<file path="src/verilog/ppl_regs.svh">
// Register offsets, field positions, reset values and timing counts of the pin program loader
`ifndef PPL_REGS_SVH
`define PPL_REGS_SVH
`define PPL_ADDR_APLL_CAL 16'h0405
`define PPL_ADDR_SOFT_EN1 16'h0C00
`define PPL_ADDR_SOFT_FREQ 16'h0C01
`define PPL_ADDR_SOFT_SYSCLK 16'h0C02
`define PPL_ADDR_SOFT_EN2 16'h0C03
`define PPL_ADDR_SOFT_LOOP 16'h0C06
`define PPL_ADDR_LOAD_CTRL 16'h0C08
`define PPL_ADDR_LOAD_STAT 16'h0C09
`define PPL_FLD_IN_LSB 0
`define PPL_FLD_OUT_LSB 4
`define PPL_FLD_BW_LSB 2
`define PPL_FLD_PM_BIT 4
`define PPL_FLD_CAL_BIT 0
`define PPL_FLD_EN_BIT 0
`define PPL_FLD_START_BIT 0
`define PPL_RST_BYTE 8'h00
`define PPL_ROM_WORDS 8
`define PPL_SYSCLK_KHZ 786432
`endif

</file>
<file path="src/verilog/ppl_pkg.sv">
// Types shared by the pin program loader
package ppl_pkg;
	typedef enum logic [1:0] {
		PPL_TRI_LOW,
		PPL_TRI_MID,
		PPL_TRI_HIGH
	} ppl_tri_type;
	typedef enum {
		PPL_IDLE,
		PPL_COPY,
		PPL_CAL_LOW,
		PPL_CAL_HIGH
	} ppl_state_type;
endpackage : ppl_pkg

</file>
<file path="src/verilog/ppl_loader.sv">
// Pin program loader: picks a predefined setup and copies it into the configuration registers
// What this block does
// RULE_01 - Select configuration by strap pins or registers
// RULE_02 - Copy chosen ROM entry into configuration registers
// RULE_03 - 256 entries indexed by input and output
// RULE_04 - One common input and output frequency
// RULE_05 - Load overwrites all listed divider settings
// RULE_06 - Entries assume 786.432 MHz system clock
// RULE_07 - Four system clock PLL presets
// RULE_08 - Four DPLL loop bandwidth presets
// RULE_09 - Normal or high phase margin preset
// RULE_10 - Calibration bit rises, starts VCO calibration
// RULE_11 - Tri-level pins form base-3 index
// RULE_12 - Soft mode picks input by register field
// RULE_13 - Sixteen input frequencies, 8 kHz first
// RULE_14 - Board sets strap mode pin level
// RULE_15 - Software enables sections before select registers
// RULE_16 - Hard mode sysclk from sampled interrupt pin
// RULE_17 - Busy during copy blocks port writes
// RULE_18 - Soft input code decoded by lookup
`timescale 1ns/1ps
`include "ppl_regs.svh"
module ppl_loader #(
	parameter int ROM_WORDS = `PPL_ROM_WORDS
) (
	// Clock and reset
	input wire logic i_clk,
	input wire logic i_reset,
	// Strap pins, taken at startup
	input wire logic i_strap_mode_select_pin,
	input wire ppl_pkg::ppl_tri_type i_input_select_pin_high,
	input wire ppl_pkg::ppl_tri_type i_input_select_pin_mid,
	input wire ppl_pkg::ppl_tri_type i_input_select_pin_low,
	input wire ppl_pkg::ppl_tri_type i_out_sel_pin_high,
	input wire ppl_pkg::ppl_tri_type i_out_sel_pin_mid,
	input wire ppl_pkg::ppl_tri_type i_out_sel_pin_low,
	input wire ppl_pkg::ppl_tri_type i_irq_pin,
	// Serial port register access
	input wire logic i_reg_wr,
	input wire logic i_reg_rd,
	input wire logic [15:0] i_reg_addr,
	input wire logic [7:0] i_reg_wdata,
	output logic [7:0] o_reg_rdata,
	// Loaded configuration
	output logic [19:0] o_ref_period,
	output logic [19:0] o_ref_divider,
	output logic [22:0] o_dpll_feedback_fraction,
	output logic [22:0] o_dpll_feedback_modulus,
	output logic [16:0] o_dpll_feedback_integer,
	output logic [31:0] o_free_run_word,
	output logic [7:0] o_output_pll_feedback_divider,
	output logic [3:0] o_rf_divider,
	output logic [9:0] o_channel_divider,
	output logic [1:0] o_sysclk_preset,
	output logic [1:0] o_loop_bw_preset,
	output logic o_high_phase_margin,
	output logic o_apll_cal_start,
	output logic o_busy,
	output logic o_hard_mode,
	output logic o_two_wire_disable
);
	import ppl_pkg::*;

	// The word counter is four bits wide, so longer images cannot be walked
	if (ROM_WORDS < 1 || ROM_WORDS > 15) begin : g_bad_rom_words
		$error("ROM_WORDS out of range");
	end

	// Input code table: printed codes are irregular, decode explicitly
	function automatic logic [3:0] soft_in_decode(input logic [3:0] code);
		case (code) // see RULE_18
			4'h0: soft_in_decode = 4'h0;
			4'h1: soft_in_decode = 4'h1;
			4'h2: soft_in_decode = 4'h2;
			4'h3: soft_in_decode = 4'h3;
			4'h4: soft_in_decode = 4'h4;
			4'h5: soft_in_decode = 4'h5;
			4'h6: soft_in_decode = 4'h6;
			4'h9: soft_in_decode = 4'h8;
			4'h8: soft_in_decode = 4'h9;
			4'hB: soft_in_decode = 4'hA;
			4'hA: soft_in_decode = 4'hB;
			4'hD: soft_in_decode = 4'hC;
			4'hC: soft_in_decode = 4'hD;
			4'hF: soft_in_decode = 4'hE;
			4'hE: soft_in_decode = 4'hF;
			default: soft_in_decode = 4'h7;
		endcase
	endfunction : soft_in_decode

	function automatic logic [3:0] tri_index(input ppl_tri_type h, input ppl_tri_type m,
			input ppl_tri_type l);
		logic [5:0] sum;
		sum = 6'(h) * 6'h09 + 6'(m) * 6'h03 + 6'(l); // see RULE_11
		tri_index = (sum > 6'h0F) ? 4'hF : sum[3:0]; // see RULE_13
	endfunction : tri_index

	// Generated stand-in ROM contents; one word per setting, rf and channel dividers sharing the last, keyed by the 8-bit index
	function automatic logic [31:0] rom_word(input logic [7:0] idx, input logic [3:0] w);
		logic [31:0] seed;
		seed = {idx, idx ^ 8'hA5, 4'(w), idx[3:0] ^ w, idx};
		rom_word = seed ^ (32'(`PPL_SYSCLK_KHZ) << w[1:0]); // see RULE_06
	endfunction : rom_word

	ppl_state_type state_reg, state_next;
	logic [3:0] word_reg, word_next;
	logic [7:0] index_reg, index_next;
	logic started_reg, started_next;
	logic hard_reg, hard_next;
	logic [1:0] strap_sys_reg, strap_sys_next;
	logic [7:0] cal_reg, cal_next;
	logic [7:0] en1_reg, en1_next, en2_reg, en2_next;
	logic [7:0] freq_reg, freq_next, sys_reg, sys_next, loop_reg, loop_next;
	logic [19:0] period_reg, period_next, rdiv_reg, rdiv_next;
	logic [22:0] frac_reg, frac_next, mod_reg, mod_next;
	logic [16:0] nint_reg, nint_next;
	logic [31:0] ftw_reg, ftw_next;
	logic [7:0] n2_reg, n2_next;
	logic [3:0] rf_reg, rf_next;
	logic [9:0] ch_reg, ch_next;
	logic [7:0] rdata_next;
	logic wr_ok;
	logic [31:0] word;

	assign wr_ok = i_reg_wr && (state_reg == PPL_IDLE); // see RULE_17
	assign word = rom_word(index_reg, word_reg);

	always_comb begin
		state_next = state_reg;
		word_next = word_reg;
		index_next = index_reg;
		started_next = 1'b1;
		hard_next = hard_reg;
		strap_sys_next = strap_sys_reg;
		cal_next = cal_reg;
		en1_next = en1_reg;
		en2_next = en2_reg;
		freq_next = freq_reg;
		sys_next = sys_reg;
		loop_next = loop_reg;
		period_next = period_reg;
		rdiv_next = rdiv_reg;
		frac_next = frac_reg;
		mod_next = mod_reg;
		nint_next = nint_reg;
		ftw_next = ftw_reg;
		n2_next = n2_reg;
		rf_next = rf_reg;
		ch_next = ch_reg;
		if (!started_reg) begin
			// Straps caught on the first clock after reset release
			hard_next = i_strap_mode_select_pin; // see RULE_01
			strap_sys_next = 2'(i_irq_pin); // see RULE_16
			if (i_strap_mode_select_pin) begin
				index_next = {tri_index(i_out_sel_pin_high, i_out_sel_pin_mid,
					i_out_sel_pin_low), tri_index(i_input_select_pin_high,
					i_input_select_pin_mid, i_input_select_pin_low)}; // see RULE_03
				word_next = 4'h0;
				state_next = PPL_COPY;
			end
		end
		if (wr_ok) begin
			case (i_reg_addr)
				`PPL_ADDR_APLL_CAL: cal_next = i_reg_wdata;
				`PPL_ADDR_SOFT_EN1: en1_next = i_reg_wdata;
				`PPL_ADDR_SOFT_EN2: en2_next = i_reg_wdata;
				// Select registers stay locked until their section is enabled
				`PPL_ADDR_SOFT_FREQ: if (en1_reg[`PPL_FLD_EN_BIT]) freq_next = i_reg_wdata;
				`PPL_ADDR_SOFT_SYSCLK: if (en1_reg[`PPL_FLD_EN_BIT]) sys_next = i_reg_wdata;
				`PPL_ADDR_SOFT_LOOP: if (en2_reg[`PPL_FLD_EN_BIT]) loop_next = i_reg_wdata;
				`PPL_ADDR_LOAD_CTRL: begin
					if (!hard_reg && i_reg_wdata[`PPL_FLD_START_BIT]) begin
						index_next = {freq_reg[7:4], soft_in_decode(freq_reg[3:0])}; // see RULE_12
						word_next = 4'h0;
						state_next = PPL_COPY;
					end
				end
				default: ;
			endcase
		end
		case (state_reg)
			PPL_IDLE: ;
			PPL_COPY: begin // see RULE_02
				// Same entry feeds every input and every output alike; see RULE_04
				case (word_reg) // see RULE_05
					4'h0: period_next = word[19:0];
					4'h1: rdiv_next = word[19:0];
					4'h2: frac_next = word[22:0];
					4'h3: mod_next = word[22:0];
					4'h4: nint_next = word[16:0];
					4'h5: ftw_next = word;
					4'h6: n2_next = word[7:0];
					default: begin
						rf_next = word[3:0];
						ch_next = word[13:4];
					end
				endcase
				word_next = word_reg + 4'h1;
				if (word_reg == 4'(ROM_WORDS - 1)) begin
					state_next = PPL_CAL_LOW;
				end
			end
			PPL_CAL_LOW: begin
				cal_next = cal_reg & ~8'h01; // see RULE_10
				state_next = PPL_CAL_HIGH;
			end
			PPL_CAL_HIGH: begin
				cal_next = cal_reg | 8'h01; // see RULE_10
				state_next = PPL_IDLE;
			end
			default: state_next = PPL_IDLE;
		endcase
	end

	always_comb begin
		rdata_next = 8'h00;
		if (i_reg_rd) begin
			case (i_reg_addr)
				`PPL_ADDR_APLL_CAL: rdata_next = cal_reg;
				`PPL_ADDR_SOFT_EN1: rdata_next = en1_reg;
				`PPL_ADDR_SOFT_EN2: rdata_next = en2_reg;
				`PPL_ADDR_SOFT_FREQ: rdata_next = en1_reg[0] ? freq_reg : 8'h00;
				`PPL_ADDR_SOFT_SYSCLK: rdata_next = en1_reg[0] ? sys_reg : 8'h00;
				`PPL_ADDR_SOFT_LOOP: rdata_next = en2_reg[0] ? loop_reg : 8'h00;
				`PPL_ADDR_LOAD_STAT: rdata_next = {6'h00, hard_reg, state_reg != PPL_IDLE};
				default: rdata_next = 8'h00;
			endcase
		end
	end

	always_ff @(posedge i_clk) begin
		if (i_reset) begin
			state_reg <= PPL_IDLE;
			word_reg <= 4'h0;
			index_reg <= 8'h00;
			started_reg <= 1'b0;
			hard_reg <= 1'b0;
			strap_sys_reg <= 2'b00;
			cal_reg <= `PPL_RST_BYTE;
			en1_reg <= `PPL_RST_BYTE;
			en2_reg <= `PPL_RST_BYTE;
			freq_reg <= `PPL_RST_BYTE;
			sys_reg <= `PPL_RST_BYTE;
			loop_reg <= `PPL_RST_BYTE;
			period_reg <= 20'h0_0000;
			rdiv_reg <= 20'h0_0000;
			frac_reg <= 23'h00_0000;
			mod_reg <= 23'h00_0000;
			nint_reg <= 17'h0_0000;
			ftw_reg <= 32'h0000_0000;
			n2_reg <= 8'h00;
			rf_reg <= 4'h0;
			ch_reg <= 10'h000;
			o_reg_rdata <= 8'h00;
		end else begin
			state_reg <= state_next;
			word_reg <= word_next;
			index_reg <= index_next;
			started_reg <= started_next;
			hard_reg <= hard_next;
			strap_sys_reg <= strap_sys_next;
			cal_reg <= cal_next;
			en1_reg <= en1_next;
			en2_reg <= en2_next;
			freq_reg <= freq_next;
			sys_reg <= sys_next;
			loop_reg <= loop_next;
			period_reg <= period_next;
			rdiv_reg <= rdiv_next;
			frac_reg <= frac_next;
			mod_reg <= mod_next;
			nint_reg <= nint_next;
			ftw_reg <= ftw_next;
			n2_reg <= n2_next;
			rf_reg <= rf_next;
			ch_reg <= ch_next;
			o_reg_rdata <= rdata_next;
		end
	end

	// Rising edge of the calibration bit is a one-cycle start
	logic cal_prev_reg;
	always_ff @(posedge i_clk) begin
		cal_prev_reg <= i_reset ? 1'b0 : cal_reg[`PPL_FLD_CAL_BIT];
	end
	assign o_apll_cal_start = cal_reg[`PPL_FLD_CAL_BIT] && !cal_prev_reg; // see RULE_10

	assign o_ref_period = period_reg;
	assign o_ref_divider = rdiv_reg;
	assign o_dpll_feedback_fraction = frac_reg;
	assign o_dpll_feedback_modulus = mod_reg;
	assign o_dpll_feedback_integer = nint_reg;
	assign o_free_run_word = ftw_reg;
	assign o_output_pll_feedback_divider = n2_reg;
	assign o_rf_divider = rf_reg;
	assign o_channel_divider = ch_reg;
	// Mid level on the interrupt strap maps to preset 1; high to preset 2
	assign o_sysclk_preset = hard_reg ? strap_sys_reg : sys_reg[1:0]; // see RULE_07
	assign o_loop_bw_preset = loop_reg[`PPL_FLD_BW_LSB +: 2]; // see RULE_08
	assign o_high_phase_margin = loop_reg[`PPL_FLD_PM_BIT]; // see RULE_09
	assign o_busy = state_reg != PPL_IDLE; // see RULE_17
	assign o_hard_mode = hard_reg;
	assign o_two_wire_disable = hard_reg; // see RULE_14

	chk_busy_blocks_write: assert property (@(posedge i_clk) disable iff (i_reset) // see RULE_17
		(o_busy && i_reg_wr) |=> ($stable(en1_reg) && $stable(en2_reg) && $stable(freq_reg)
		&& $stable(sys_reg) && $stable(loop_reg)))
		else $error("write taken while busy");
	chk_cal_after_copy: assert property (@(posedge i_clk) disable iff (i_reset) // see RULE_10
		(state_reg == PPL_COPY && state_next == PPL_CAL_LOW) |-> ##3 o_apll_cal_start)
		else $error("no calibration start after copy");
	chk_copy_length: assert property (@(posedge i_clk) disable iff (i_reset) // see RULE_02
		$rose(o_busy) |-> o_busy [*8])
		else $error("copy ended early");
	chk_locked_select: assert property (@(posedge i_clk) disable iff (i_reset) // see RULE_15
		(!en1_reg[0] && !o_busy) |=> $stable(freq_reg))
		else $error("select written while locked");
	chk_hard_sysclk: assert property (@(posedge i_clk) disable iff (i_reset) // see RULE_16
		(!started_reg && i_strap_mode_select_pin) |=> o_sysclk_preset == 2'($past(i_irq_pin)))
		else $error("hard mode sysclk wrong");
	chk_soft_no_start: assert property (@(posedge i_clk) disable iff (i_reset) // see RULE_12
		(started_reg && !hard_reg && !o_busy && !(wr_ok && i_reg_addr == `PPL_ADDR_LOAD_CTRL))
		|=> !o_busy)
		else $error("load started without request");
	chk_rf_loaded: assert property (@(posedge i_clk) disable iff (i_reset) // see RULE_05
		(state_reg == PPL_COPY && word_reg == 4'h7) |=> rf_reg == $past(word[3:0]))
		else $error("rf divider not loaded");
	chk_two_wire_off: assert property (@(posedge i_clk) disable iff (i_reset) // see RULE_14
		!started_reg |=> o_two_wire_disable == $past(i_strap_mode_select_pin))
		else $error("two wire state wrong");
endmodule : ppl_loader

</file>
<file path="config.mk">
export PLATFORM = sky130hd
export DESIGN_NAME = ppl_loader
export DESIGN_NICKNAME = d
export VERILOG_FILES = /design/src/verilog/ppl_pkg.sv /design/src/verilog/ppl_loader.sv
export VERILOG_INCLUDE_DIRS = /design/src /design/src/verilog
export SDC_FILE = /design/constraint.sdc
export NUM_CORES = 1
export LEC_CHECK = 0
export BUFFER_PORTS_ARGS = -buffer_cell sky130_fd_sc_hd__buf_2
export CORE_MARGIN = 1.5
export CORE_UTILIZATION = 54
export CTS_CLUSTER_SIZE = 25
export DETAILED_ROUTE_END_ITERATION = 6
export GPL_ROUTABILITY_DRIVEN = 0
export PLACE_DENSITY = 0.89
export SYNTH_ARGS = -nofsm -noshare
export SYNTH_HDL_FRONTEND = slang
export SYNTH_SLANG_ARGS = --single-unit
</file>
<file path="constraint.sdc">
create_clock -name i_clk -period 3.99 [get_ports i_clk]
set_input_delay 0.798 -clock i_clk [delete_from_list [all_inputs] [get_ports i_clk]]
set_output_delay 0.798 -clock i_clk [all_outputs]
set_load 0.01 [all_outputs]
</file>
==> reports/metrics.cfg <==
[run_status]
outcome=completed

[die]
start_util=0.558
die_y_um=137
fp-row-count=48
core_um2=17500
dieArea_um2=18900
io_pins=217
fp.dieW_um=137

[synth]
synth_cell_types=50
synth_top_area_frac=0.519
synth_edf_count=0
ys_warn_count=0
synthCells=1062
yosysSeqAreaShare=0.519
synthArstFlopShare=0
synth_top_area_cell=dfxtp_1
syn_area_um2=9760
ys_ff_latch=253
avgSynthCellArea_um2=9.19
synth_flop_cell=dfxtp_1
synth_area_leaders=dfxtp_1, nand2_1, mux2i_1

[sta]
rsz0062_at_grt=false
setup_ws_ps=466
hold_viol_final=0
setup-violations-final=0
min_period_ps=3520
whs_ps=436
fmax_ghz=0.284
relSlewSlack=0.423
worst_pin_slew_ps=860
final.setup.tns_ps=0
min_period_over_period=0.883
finClkSkew_ps=17.6
slew_violations=0

[power_and_ir_drop]
power_leakage_nw=5.25
p_int_w=0.00399
clkPwrFrac=0.451
seqPwrFrac=0.505
switching_power_w=0.00113
switching_share=0.221
ir_drop_v=0.000351
cellPowerDensity_nw_per_um2=437
power_frac_comb=0.045

[clock_network]
root_buffer=clkbuf_16
cts-resized-gates=0
htree_levels=1
cts_buffers=25
postCtsSetupRepairBufs=0
ctsHoldBuffers=0
clock_latency_ps=510
clock-sinks=253
clockBufferDepth=3
cts_tree=done
clkTransAtPathRegs_ps=60

[setup_path]
critical_path.endpoint_type=output port
arrival_ps=2730
slowest_delay_ps=720
path_cells=or4_4, or4_1, nor2_1, buf_4, nand2_1, buf_2
critPathTopFamily=simple AND/OR/NAND/NOR gates
critPathSlowestCell=or4_1
worstSetupPathType=reg -> out
critPathLaunchType=flip-flop
path_buf_inv=2
critPathRequiredTime_ps=3190
crit_path_max_fanout=11

[worst_hold_path]
hp-class=reg -> reg

[grt]
grt_pass1_vias=7864
grt_first_pass_wirelength_um=40300
grt_use_met3=0.0394
grtUsageMet2=0.476
gr-usage-all-layers=0.273
grt_use_met1=0.334
grt.busiest_layer=met2
grt_overflow=0
grt_max_degree=65
antenna_found_initial=0

[final_layout]
diodes=0
area_growth_pct=20.2
final_nets=1317
layout_common_cells=dfxtp_1, nand2_1, buf_2, a21oi_1, mux2i_1
drive_above_1_share=0.222
largest_reg_flops=32
final_common_cell=dfxtp_1
filler_cell_count=1352

[placed_design]
dp_slack_ps=548
placement.io_buffers=216
dp_hpwl_um=18000

[route]
wirelength_um=26200
postRouteAntennaNets=0
vias_per_cell=5.59
drc=0
via_count=8376
dr.first_iter.drc_count=536
wl_per_cell_um=17.5
dr.pass1.iters=7

[flow_run]
max-cap-violations=0

==> power by group through the flow <==
stage	Sequential (W)	Combinational (W)	Clock [W]
global placement	0.00264	0.000213	0
detailed placement	0.00264	0.000222	0
finish	0.00259	0.000229	0.00231
floorplan	0.00261	0.000147	0
global route	0.00259	0.000249	0.00245
CTS	0.00259	0.000223	0.00234
==> final timing paths <==
kind	start	to	slack [ps]	cells past startpoint
worst min register to register	flip-flop	index_reg[1]$_SDFF_PP0_	440	1
worst max-delay path	state_reg[23]$_SDFF_PP0_	o_busy	470	6
worst max register to register	state_reg[23]$_SDFF_PP0_	en1_reg[5]$_SDFFE_PP0P_	1170	6
worst min-delay path	flip-flop	index_reg[1]$_SDFF_PP0_	440	1
==> routing by layer <==
metal,wire (um),up-vias,share of wire
met3,1950,76,0.075
met5,0,-,0
met2,12700,372,0.48
li1,-,3956,-
met4,966,0,0.037
met1,10600,3972,0.40
==> layout make-up <==
class,count,area (um^2),area share
tap,225,282,0.0240
clock inverter,9,81.3,0.00693
multi-input combinational,732,4320,0.369
sequential,253,5060,0.432
inverter,16,60.1,0.00512
timing repair buffer,228,1170,0.100
clock buffer,35,743,0.0634
==> synth_stat cells (4+ instances only) <==
library cell	number
a21oi_1	121
a22o_1	15
a22oi_1	14
and3_1	29
and4_1	5
buf_2	13
buf_4	16
clkbuf_1	58
dfxtp_1	253
fa_1	8
ha_1	10
inv_1	16
mux2i_1	71
nand2_1	217
nand2b_1	15
nand3_1	12
nand4_1	4
nor2_1	65
nor2b_1	11
nor3_1	8
nor4_1	11
o21a_1	10
o21ai_0	7
o22ai_1	8
o2bb2ai_1	7
xnor2_1	7
xor2_1	11
==> cell families after synthesis <==
kind of cell,Yosys count,synth area share
DFF,253,0.519
muxes,73,0.0752
adders and majority gates,18,0.0292
and+or+nand+nor,398,0.190
AOI/OAI and AO/OA,195,0.120
xor gates and xnor gates,18,0.0162
buffers and inverters,106,0.0501
other,1,0.000384
==> per-stage QoR <==
step | total power (W) | std cells | area (um^2) | util
2_1_floorplan | 0.00276 | 1091 | 9860 | -
3_3_place_gp | 0.00285 | 1454 | 10900 | 0.624
3_5_place_dp | 0.00286 | 1454 | 10900 | 0.624
4_1_cts | 0.00515 | 1498 | 11700 | 0.671
5_1_grt | 0.00528 | 1498 | 11700 | 0.671
6_report | 0.00512 | 1498 | 11700 | 0.671
No activity file was read; power rests on OpenSTA's default activity.
